==> src/core/vid_map.svh <==
`ifndef VID_MAP_SVH
`define VID_MAP_SVH

// ========================================
// clock and derived rates
// ========================================
// system clock rate in hertz
`define VID_CLK_HZ         100000000
// code sampling clock in hertz
`define VID_SAMPLE_HZ      3000000
// slew stepping clock in hertz
`define VID_STEP_HZ        330000
// cycles per sample tick, rounded down to keep the rate at or above 3 MHz
`define VID_SAMPLE_DIV     (`VID_CLK_HZ / `VID_SAMPLE_HZ)
// cycles per slew step, rounded down
`define VID_STEP_DIV       (`VID_CLK_HZ / `VID_STEP_HZ)

// ========================================
// validation
// ========================================
// equal consecutive samples before a code is accepted
`define VID_STABLE_COUNT   3

// ========================================
// reference scale (units of 6.25 mV)
// ========================================
// 8-bit table: units = 258 - code (code 0xB2 gives 0.5 V)
`define VID_8B_BASE        9'h102
// 5-bit and 6-bit upper half: units = 248 - 4 * code
`define VID_5B_BASE        9'h0F8
// 6-bit lower half: units = 186 - 2 * code
`define VID_6B_LOW_BASE    9'h0BA
// first 8-bit code meaning output off
`define VID_8B_OFF_CODE    8'hFE
// 5-bit code meaning output off
`define VID_5B_OFF_CODE    5'h1F
// one slew increment in units
`define VID_STEP_UNITS     9'h001

`endif

==> src/core/vid_pkg.sv <==
package vid_pkg;

	// ========================================
	// code-table modes
	// ========================================
	// pin encoding 0..3 in declaration order
	typedef enum logic [1:0] {
		MODE_8BIT,
		MODE_6BIT_STEP,
		MODE_5BIT_SLEW,
		MODE_6BIT_SLEW
	} table_mode_e;

	// ========================================
	// tracking states
	// ========================================
	typedef enum logic [1:0] {
		ST_WAIT,
		ST_HOLD,
		ST_SLEW
	} track_state_e;

	// reference code in 6.25 mV units
	typedef logic [8:0] dac_t;

endpackage : vid_pkg

==> src/core/vid_reference_tracking.sv <==
// Function
// - table mode picks direct or slewed response
// - monitor code inputs, move reference smoothly in slewed modes
// - direct modes sample codes at 3 MHz
// - accept code after three equal samples
// - direct modes load new code at once
// - slewed modes sample and validate the same
// - slewed modes accept multi-step code changes
// - slew one 6.25 mV step per 330 kHz
// - 8-bit table, 6.25 mV steps, top two off
// - 5-bit table, 11111 off, 25 mV steps
// - 6-bit table, 25 mV then 12.5 mV steps
`timescale 1ns/1ps
`include "vid_map.svh"

module vid_reference_tracking import vid_pkg::*; #(
	parameter int CODE_WIDTH = 8,
	parameter int SAMPLE_DIV = `VID_SAMPLE_DIV,
	parameter int STEP_DIV   = `VID_STEP_DIV
) (
	input  wire logic                  clk_sys,
	input  wire logic                  nrst,
	input  wire logic [CODE_WIDTH-1:0] voltage_code_inputs,
	input  wire logic [1:0]            table_mode,
	output logic      [8:0]            reference_dac_value,
	output logic                       output_off,
	output logic                       slew_busy,
	output logic                       code_accepted
);

	// ========================================
	// pin synchronisers
	// ========================================
	localparam int PIN_W = CODE_WIDTH + 2;   // code bits plus mode bits

	wire  [PIN_W-1:0] pin_raw;               // asynchronous pin levels
	logic [PIN_W-1:0] pin_s1;                // first stage, read by s2 only
	logic [PIN_W-1:0] pin_s2;                // second stage
	logic [PIN_W-1:0] pin_s3;                // third stage
	logic [PIN_W-1:0] pin_clean;             // level once s2 and s3 agree

	assign pin_raw = {table_mode, voltage_code_inputs};

	// one three-stage chain per pin; a change is taken once s2 and s3 agree
	genvar gi;
	generate
		for (gi = 0; gi < PIN_W; gi++) begin : g_sync
			always_ff @(posedge clk_sys or negedge nrst) begin
				if (!nrst) begin
					pin_s1[gi]    <= 1'b0;
					pin_s2[gi]    <= 1'b0;
					pin_s3[gi]    <= 1'b0;
					pin_clean[gi] <= 1'b0;
				end else begin
					pin_s1[gi] <= pin_raw[gi];
					pin_s2[gi] <= pin_s1[gi];
					pin_s3[gi] <= pin_s2[gi];
					if (pin_s2[gi] == pin_s3[gi]) begin
						pin_clean[gi] <= pin_s3[gi];
					end
				end
			end
		end
	endgenerate

	wire [CODE_WIDTH-1:0] code_clean;        // filtered code pins
	wire table_mode_e     mode;              // filtered mode straps

	assign code_clean = pin_clean[CODE_WIDTH-1:0];
	assign mode       = table_mode_e'(pin_clean[PIN_W-1 -: 2]);

	// ========================================
	// rate dividers
	// ========================================
	logic [8:0]  sample_cnt;                 // sample clock divider
	logic [11:0] step_cnt;                   // slew step divider
	logic        sample_tick;                // one cycle per 3 MHz period
	logic        step_tick;                  // one cycle per 330 kHz period

	// same tick in slewed modes
	// the divider free-runs so sample spacing never depends on mode
	always_ff @(posedge clk_sys or negedge nrst) begin
		if (!nrst) begin
			sample_cnt  <= 9'h000;
			sample_tick <= 1'b0;
		end else begin
			sample_tick <= (sample_cnt == 9'(SAMPLE_DIV - 1));
			sample_cnt  <= (sample_cnt == 9'(SAMPLE_DIV - 1)) ? 9'h000 : sample_cnt + 9'h001;
		end
	end

	// 330 kHz step tick
	// free-running too: the first step of a slew lands within one period
	always_ff @(posedge clk_sys or negedge nrst) begin
		if (!nrst) begin
			step_cnt  <= 12'h000;
			step_tick <= 1'b0;
		end else begin
			step_tick <= (step_cnt == 12'(STEP_DIV - 1));
			step_cnt  <= (step_cnt == 12'(STEP_DIV - 1)) ? 12'h000 : step_cnt + 12'h001;
		end
	end

	// ========================================
	// code validation
	// ========================================
	wire [CODE_WIDTH-1:0] valid_code;        // last accepted code
	wire                  valid_pulse;       // one cycle on each acceptance

	// any size of change is accepted here
	code_validator #(
		.WIDTH (CODE_WIDTH)
	) u_validator (
		.clk_sys       (clk_sys),
		.nrst          (nrst),
		.sample_tick   (sample_tick),
		.code_in       (code_clean),
		.accepted_code (valid_code),
		.accept_pulse  (valid_pulse)
	);

	// ========================================
	// table decode
	// ========================================
	// returns {off, units}; units are multiples of 6.25 mV
	function automatic logic [9:0] decode_code(input table_mode_e m,
	                                           input logic [7:0] c);
		logic [8:0] c9;
		logic [8:0] c6;
		logic [8:0] c5;
		logic [9:0] res;
		c9  = {1'b0, c};
		c6  = {3'b000, c[5:0]};
		c5  = {4'b0000, c[4:0]};
		res = 10'h000;
		case (m)
			MODE_8BIT: begin
				if (c >= `VID_8B_OFF_CODE) begin
					res = {1'b1, 9'h000};
				end else begin
					res = {1'b0, `VID_8B_BASE - c9};
				end
			end
			MODE_5BIT_SLEW: begin
				if (c[4:0] == `VID_5B_OFF_CODE) begin
					res = {1'b1, 9'h000};
				end else begin
					res = {1'b0, `VID_5B_BASE - (c5 << 2)};
				end
			end
			MODE_6BIT_STEP, MODE_6BIT_SLEW: begin
				if (!c[5]) begin
					res = {1'b0, `VID_5B_BASE - (c6 << 2)};
				end else begin
					res = {1'b0, `VID_6B_LOW_BASE - (c6 << 1)};
				end
			end
			default: begin
				res = {1'b1, 9'h000};
			end
		endcase
		return res;
	endfunction : decode_code

	wire [9:0] decoded;                      // {off, units} of accepted code
	wire       target_off;                   // accepted code means output off
	wire dac_t target_units;                 // accepted code in units
	wire       slewed_mode;                  // mode uses the slewed response

	assign decoded      = decode_code(mode, 8'(valid_code));
	assign target_off   = decoded[9];
	assign target_units = decoded[8:0];

	assign slewed_mode  = (mode == MODE_5BIT_SLEW) || (mode == MODE_6BIT_SLEW);

	// ========================================
	// tracking state machine
	// ========================================
	track_state_e state;                     // current tracking state
	track_state_e next_state;                // state for next cycle
	dac_t         target;                    // latched slew target
	dac_t         next_dac;                  // reference for next cycle
	wire          at_target;                 // reference equals target
	wire          go_up;                     // target above reference

	assign at_target = (reference_dac_value == target);
	assign go_up     = (target > reference_dac_value);

	// next-state and next-reference selection
	// in direct modes the reference only moves on validated codes; in slew it steps on step_tick
	always_comb begin
		next_state = state;
		next_dac   = reference_dac_value;
		case (state)
			// no code accepted since reset: hold off
			ST_WAIT: begin
				if (valid_pulse) begin
					next_state = ST_HOLD;
					next_dac   = target_units;
				end
			end
			ST_HOLD: begin
				if (valid_pulse && !target_off) begin
					if (slewed_mode) begin
						next_state = ST_SLEW;
					end else begin
						next_dac = target_units;
					end
				end
			end
			ST_SLEW: begin
				// off code halts slew
				// the reference stays where the slew stood, as for an off code in hold
				if (valid_pulse && target_off) begin
					next_state = ST_HOLD;
				end else if (at_target && !valid_pulse) begin
					next_state = ST_HOLD;
				end else if (step_tick && !at_target) begin
					next_dac = go_up ? reference_dac_value + `VID_STEP_UNITS
					                 : reference_dac_value - `VID_STEP_UNITS;
				end
			end
			default: begin
				next_state = ST_WAIT;
			end
		endcase
	end

	// registers of the tracking path; all outputs come from here
	always_ff @(posedge clk_sys or negedge nrst) begin
		if (!nrst) begin
			state               <= ST_WAIT;
			target              <= 9'h000;
			reference_dac_value <= 9'h000;
			output_off          <= 1'b1;
			slew_busy           <= 1'b0;
			code_accepted       <= 1'b0;
		end else begin
			state               <= next_state;
			reference_dac_value <= next_dac;
			code_accepted       <= valid_pulse;
			slew_busy           <= (next_state == ST_SLEW);
			// an off code keeps the last reference so a later code resumes cleanly
			if (valid_pulse) begin
				output_off <= target_off;
				if (!target_off) begin
					target <= target_units;
				end
			end
		end
	end

endmodule : vid_reference_tracking

==> src/core/code_validator.sv <==
`timescale 1ns/1ps
`include "vid_map.svh"

module code_validator import vid_pkg::*; #(
	parameter int WIDTH = 8
) (
	input  wire logic             clk_sys,
	input  wire logic             nrst,
	input  wire logic             sample_tick,
	input  wire logic [WIDTH-1:0] code_in,
	output logic      [WIDTH-1:0] accepted_code,
	output logic                  accept_pulse
);

	// ========================================
	// candidate tracking
	// ========================================
	logic [WIDTH-1:0] candidate;      // value seen on the latest sample
	logic [1:0]       run_len;        // consecutive equal samples, saturating
	logic             have_code;      // an accepted code exists
	logic [1:0]       next_run_len;   // run length including this sample
	wire              same_as_cand;   // sample repeats the candidate
	wire              is_new;         // sample differs from accepted code, or none yet

	assign same_as_cand = (code_in == candidate);
	assign is_new       = (code_in != accepted_code) || !have_code;
	assign next_run_len = !same_as_cand ? 2'd1 :
	                      (run_len == 2'(`VID_STABLE_COUNT)) ? run_len :
	                      run_len + 2'd1;

	// three equal samples
	// the old code stays until the run completes
	always_ff @(posedge clk_sys or negedge nrst) begin
		if (!nrst) begin
			candidate     <= '0;
			run_len       <= 2'd0;
			have_code     <= 1'b0;
			accepted_code <= '0;
			accept_pulse  <= 1'b0;
		end else begin
			accept_pulse <= 1'b0;
			if (sample_tick) begin
				candidate <= code_in;
				run_len   <= next_run_len;
				if (next_run_len == 2'(`VID_STABLE_COUNT) && is_new) begin
					accepted_code <= code_in;
					have_code     <= 1'b1;
					accept_pulse  <= 1'b1;
				end
			end
		end
	end

endmodule : code_validator

==> config.mk <==
export PLATFORM = sky130hd
export DESIGN_NAME = vid_reference_tracking
export DESIGN_NICKNAME = d
export VERILOG_FILES = /design/src/core/vid_pkg.sv /design/src/core/vid_reference_tracking.sv /design/src/core/code_validator.sv
export VERILOG_INCLUDE_DIRS = /design/src /design/src/core
export SDC_FILE = /design/constraint.sdc
export NUM_CORES = 1
export LEC_CHECK = 0
export ABC_AREA = 1
export BUFFER_PORTS_ARGS = -buffer_cell sky130_fd_sc_hd__buf_2
export CORE_UTILIZATION = 55
export CTS_CLUSTER_SIZE = 20
export DETAILED_ROUTE_END_ITERATION = 8
export HOLD_SLACK_MARGIN = 0.03
export PLACE_DENSITY_LB_ADDON = 0.3
export SETUP_SLACK_MARGIN = 0.15
export SYNTH_ARGS = -nofsm -noshare
export SYNTH_HDL_FRONTEND = slang
export SYNTH_SLANG_ARGS = --single-unit
==> constraint.sdc <==
create_clock -name clk_sys -period 2.6 [get_ports clk_sys]
set_clock_uncertainty 0.2 [all_clocks]
set_input_delay 0.13 -clock clk_sys [delete_from_list [all_inputs] [get_ports clk_sys]]
set_output_delay 0.13 -clock clk_sys [all_outputs]
set_load 0.05 [all_outputs]
==> Yosys cells after proc, flatten, opt, wreduce, memory -nomap -nowiden <==
Cells that the tools add are included.
{ "word_totals": {"reg_bits": 106, "in_bits": 12, "output_inout_bits": 12, "elab_cells": 139} }
{ "op_classes": {"n_addsub": 9, "order_cmp": 2, "eq_ne": 30, "muxes": 24, "n_bitwise": 1, "reduce_logical": 18} }
{ "ops": {"columns": ["cell", "n"], "rows": [
  ["$mux 9", 9],
  ["$pmux 10 s3", 1],
  ["$pmux 9 s3", 1],
  ["$mux 10", 2],
  ["$add 9x1->9 const B", 2],
  ["$sub 8x7->9 const A", 2],
  ["$mux 2", 7],
  ["$add 12x1->12 const B", 1],
  ["$eq 12x9->1 const B", 1],
  ["$eq 2x2->1 const B", 6],
  ["$mux 12", 1],
  ["$eq 1x1->1", 10],
  ["$ne 2x2->1 const B", 5],
  ["$eq 9x6->1 const B", 1],
  ["$eq 9x9->1", 1],
  ["$gt 9x9->1", 1],
  ["$sub 8x8->9 const A", 1],
  ["$sub 9x1->9 const B", 1],
  ["$sub 9x8->9 const A", 1],
  ["$eq 8x8->1", 1],
  ["$ge 8x8->1 const B", 1],
  ["$ne 8x8->1", 1],
  ["$reduce_and 7->1", 1],
  ["$pmux 2 s3", 1],
  ["13 further kinds", 25]
]} }

==> Logic depth before layout (Yosys ltp) <==
{ "logic_depth": {"depth_word": 8, "ltp_mapped": 18, "mapped_depth_nobuf": 18} }

==> Modules after synthesis <==
A second synthesis with hierarchy kept.
{ "unflattened": {"hier_cells": 632, "area_unflattened_um2": 5353.9} }
{ "modules_own_cells": {"columns": ["module", "instances", "cells_each", "area_per_inst_um2", "seq_area_each_um2"], "rows": [
  ["vid_reference_tracking", 1, 482, 4257.8, 2153.3],
  ["code_validator", 1, 150, 1096.1, 500.5]
]} }

==> Worst setup path before layout <==
No wires, ideal clock.
{ "synth_path": {"path_kind": "flip-flop to flip-flop", "start": "reg reference_dac_value[8]", "end": "reg reference_dac_value[6]", "setup_time_ps": 119, "arrival_ps": 2784, "required_ps": 2281, "path_slack_ps": -503, "path_stages_with_launch": 15, "n_path_buf": 0, "synth_period_minus_slack_ps": 3103, "cell_sequence": "dfrtp_1 > inv_1 > ha_1 > nand2_1 > nor2_1 > nand3_1 > nand3_1 > nand2_1 > fa_1 > nand3_1 > nand3_1 > a21oi_1 > xor2_1 > o21ai_0 > o21a_1"} }
{ "synth_between": {"elab_chain_len": 6, "word_cells_on_any_way": 13, "classes_between": "order compare: 1; eq/ne: 3; mux: 5; reduce/logical: 4"} }
{ "synth_rtl": {"columns": ["item", "line", "source"], "rows": [
  ["start: declaration", "vid_reference_tracking.sv:25", "output logic [8:0] reference_dac_value,"],
  ["start signal: assignment", "vid_reference_tracking.sv:240", "reference_dac_value <= next_dac;"],
  ["$gt 9x9->1", "vid_reference_tracking.sv:187", "assign go_up = (target > reference_dac_value);"],
  ["$mux 9 (no source line)", null, null],
  ["$mux 9", "vid_reference_tracking.sv:218", "end else if (step_tick && !at_target) begin"],
  ["$mux 9", "vid_reference_tracking.sv:216", "end else if (at_target && !valid_pulse) begin"],
  ["$mux 9", "vid_reference_tracking.sv:214", "if (valid_pulse && target_off) begin"],
  ["$pmux 9 s3", "vid_reference_tracking.sv:194", "case (state)"]
]} }
Parallel ways exist; a longest one is shown, timed or not. The select of a mux whose other input is x is not followed.
A chain may end at the register's enable or synchronous reset.

==> Worst setup path after layout <==
{ "layout_path": {"start": "reg reference_dac_value[6]", "end": "reg reference_dac_value[6]"} }
{ "layout_between": {"elab_chain_len": 6, "word_cells_on_any_way": 15, "classes_between": "add/sub: 2; order compare: 1; eq/ne: 3; mux: 5; reduce/logical: 4"} }
{ "layout_rtl": {"columns": ["item", "line"], "rows": [
  ["$sub 9x1->9 (no source line) (tied with other cells)", null],
  ["$mux 9 (no source line)", null],
  ["$mux 9", "vid_reference_tracking.sv:218"],
  ["$mux 9", "vid_reference_tracking.sv:216"],
  ["$mux 9", "vid_reference_tracking.sv:214"],
  ["$pmux 9 s3", "vid_reference_tracking.sv:194"]
]} }
Parallel ways exist; a longest one is shown, timed or not. The select of a mux whose other input is x is not followed.

==> results.tsv <==
metric	value	unit
CTS Buf Count	9	
Syn Area/Cell	9.338	um^2
status	finished with violations	
cell taking the most area after synthesis	dfrtp_1	
via count	3997	
RSZ-0062 raised after global routing	true	
CTS Buffer Depth	2	
initial antenna violation count	0	
insertion delay to the later sink of the worst-skew pair	0.36	ns
final WL	11.09	mm
CTS tree	done	
Overall Power	0.002881	W
Die X	99.25	um
Final period util	1.062	
GPL Wtd Cong	0.8515	
clk slew on worst S/H paths	0.10	ns
Bufs and invs on worst path	1	
Primary FF master, synth	dfrtp_1	
critical path, cell by cell	inv_2 -> ha_4 -> nand2_1 -> a21oi_1 -> nor2_1 -> nand3_4 -> nand2_8 -> fa_2 -> nand3_2 -> nand3_4 -> a21oi_2 -> xor2_1 -> o21ai_1 -> o21a_1	
placed instance count	698	
CP peak stage delay	0.42	ns
Ports	24	
worst hold path type	in -> async	
final hold vios	0	
DRT iter0 DRCs	258	
first-pass GRT wire length	18.00	mm
share of cells above drive strength 1	0.2432	
fin crit period	2.762	ns
DRC viols	0	
Largest delay share family, worst path	adder cells	
Post-synth EDFFs	0	
Max Transition Viols Final	0	
final setup violation count	7	
critical path's slowest cell	dfrtp_2	
fmax	362.1	MHz
Power per Cell Area	462.6	mW/mm^2
initial cell density of the core	0.5656	
synthesized net count	595	
hpwl dp	7.112	mm
crit path DAT	2.82	ns
largest net degree at the start of global routing	77	
Critical Path Start Type	register	
Root Driver	clkbuf_8	
Final Hold Slack	0.03927	ns
cell mode on critical path	nand3_4	
num rows	35	
crit-path max FO	8	
register bit total from synthesis	106	
Post-Synthesis Cell Area	0.005201	mm^2
largest cells by area after synthesis	dfrtp_1 51%, nand2_1 7.9%, ha_1 6.0%	
Cells after Synth	557	
die area	0.009850	mm^2
H-tree lvl count	3	
Yosys top cell area share	0.5052	
vias per cell	5.431	
Finished Layout Cells	736	
Setup Slack @ Placement	-0.05470	ns
Worst Tran Pin Value	0.9353	ns
Seq/Total Area, Yosys	0.5102	
commonest cells in the netlist	109 x nand2_1, 105 x dfrtp_1, 72 x inv_1, 35 x nor2_1, 32 x nand3_1	
DRT Pass-1 Iters	6	
vias in the first global route	3999	
failing checks	setup timing	
Worst Path Required	2.65	ns
Nets	658	
Slew Limit Headroom	0.3707	
number of port buffers	23	
Synthesis Warnings	0	
# fillers	708	
WS Path Type	reg -> reg	
Tot GR Track Use	0.2297	
most common cell in the synthesized netlist	nand2_1	
Yosys cell types	49	
Die H	99.25	um
Final WS setup	-0.1616	ns
max-cap violation count	0	
Remaining Overflow, GRT	0	
Avg WL per Cell	15.06	um
Core ar.	0.009196	mm^2
share of synthesized registers carrying an async set or reset	1.000	
Sink Count	106	
Peak supply drop	287.2	uV
P_leak	2.977	nW
Antenna diodes	0	
final instance area	0.006228	mm^2
placed cell area	0.005633	mm^2
CP endpoint kind	register	
Area Growth Syn to Fin	19.75	%
post-route ant nets	0	
[final timing paths]
path                                        startpoint                     end  slack [ns]  cells after the start
worst max-delay path            reference_dac_value[6]  reference_dac_value[6]       -0.16                     14
worst min-delay path                              nrst               pin_s1[2]        0.04                      2
worst max register to register  reference_dac_value[6]  reference_dac_value[6]       -0.16                     14
worst min register to register               pin_s1[6]               pin_s2[6]        0.16                      0
max in group asynchronous                         nrst              output_off        1.41                      3
min in group clk_sys                         pin_s1[6]               pin_s2[6]        0.16                      0
[flip-flops by register name, indices dropped and copies added (netlist names), 2 cells and up]
name	count
pin_s2	10
pin_s1	10
u_validator.accepted_code	8
mode	2
u_validator.candidate	8
pin_s3	10
code_clean	8
sample_cnt	9
step_cnt	12
reference_dac_value	9
state	2
target	9
u_validator.run_len	2
[cell usage in the layout, fill, tap and decap left out, types with 15 or more instances in the layout]
master / synthesis / layout
buf_2: 1 / 22
a21oi_1: 20 / 15
inv_1: 72 / 66
nand2_1: 109 / 101
xor2_1: 16 / 16
nor2_1: 35 / 33
nand3_1: 32 / 24
dfrtp_1: 105 / 96
buf_4: 1 / 25
[cells by family after synthesis]
family          after synthesis  share of synthesized area
compound gates               77                    0.08805
xor+xnor                     27                    0.04546
fa+ha+maj                    36                    0.08323
buf+inv                      88                    0.07313
flops                       106                     0.5102
mux                           1                   0.001925
simple gates                222                     0.1980
[area by class of cell]
cell class,instances,area (um^2),area share
clock inverters,5,48.80,0.007834
repair buffers,61,450.4,0.07232
inverters,77,289.0,0.04640
flip-flops and latches,106,2665,0.4279
multi-input cells,365,2495,0.4006
well taps,111,138.9,0.02230
clock buffers,11,141.4,0.02270
[worst reg2reg max path: cells and delay by family (launching register included)]
family | cells | cell delay (ns)
compound gates | 4 | 0.56
flops | 1 | 0.42
simple gates | 6 | 0.58
xor+xnor | 1 | 0.17
buf+inv | 1 | 0.07
fa+ha+maj | 2 | 0.66
[power by group]
| group | internal (W) | switching [W] | total [W] |
|---|---|---|---|
| Combinational | 0.0000734 | 0.000105 | 0.000178 |
| Sequential | 0.00170 | 0.0000423 | 0.00174 |
| Clock | 0.000389 | 0.000573 | 0.000962 |
[per-layer routing]
metal / vias up / wire length, um / part of all wire / global-route usage
li1: 1939 / - / - / -
met2: 153 / 5340 / 0.48 / 0.3862
met1: 1879 / 4906 / 0.44 / 0.3039
met3: 26 / 587 / 0.053 / 0.03795
met4: 0 / 251 / 0.023 / 0.07919
met5: - / 0 / 0 / 0
[stage by stage]
step | utilization | setup TNS, ns
2_1_floorplan | - | -0.2182
3_3_place_gp | 0.6125 | 0
3_5_place_dp | 0.6125 | -0.07270
4_1_cts | 0.6531 | -0.07670
5_1_grt | 0.6773 | -1.601
6_report | 0.6773 | -0.7412
[timing repair]
action / CTS / global route
gates resized for setup: 8 / 35
hold buffers: 11 / 0
endpoints found under the hold margin: 115 / 0
gates cloned: 0 / 2
pin swaps: 18 / 24
endpoints found under the setup margin: 7 / 8
setup buffers: 5 / 4
Power figures use the tool's default switching activity.
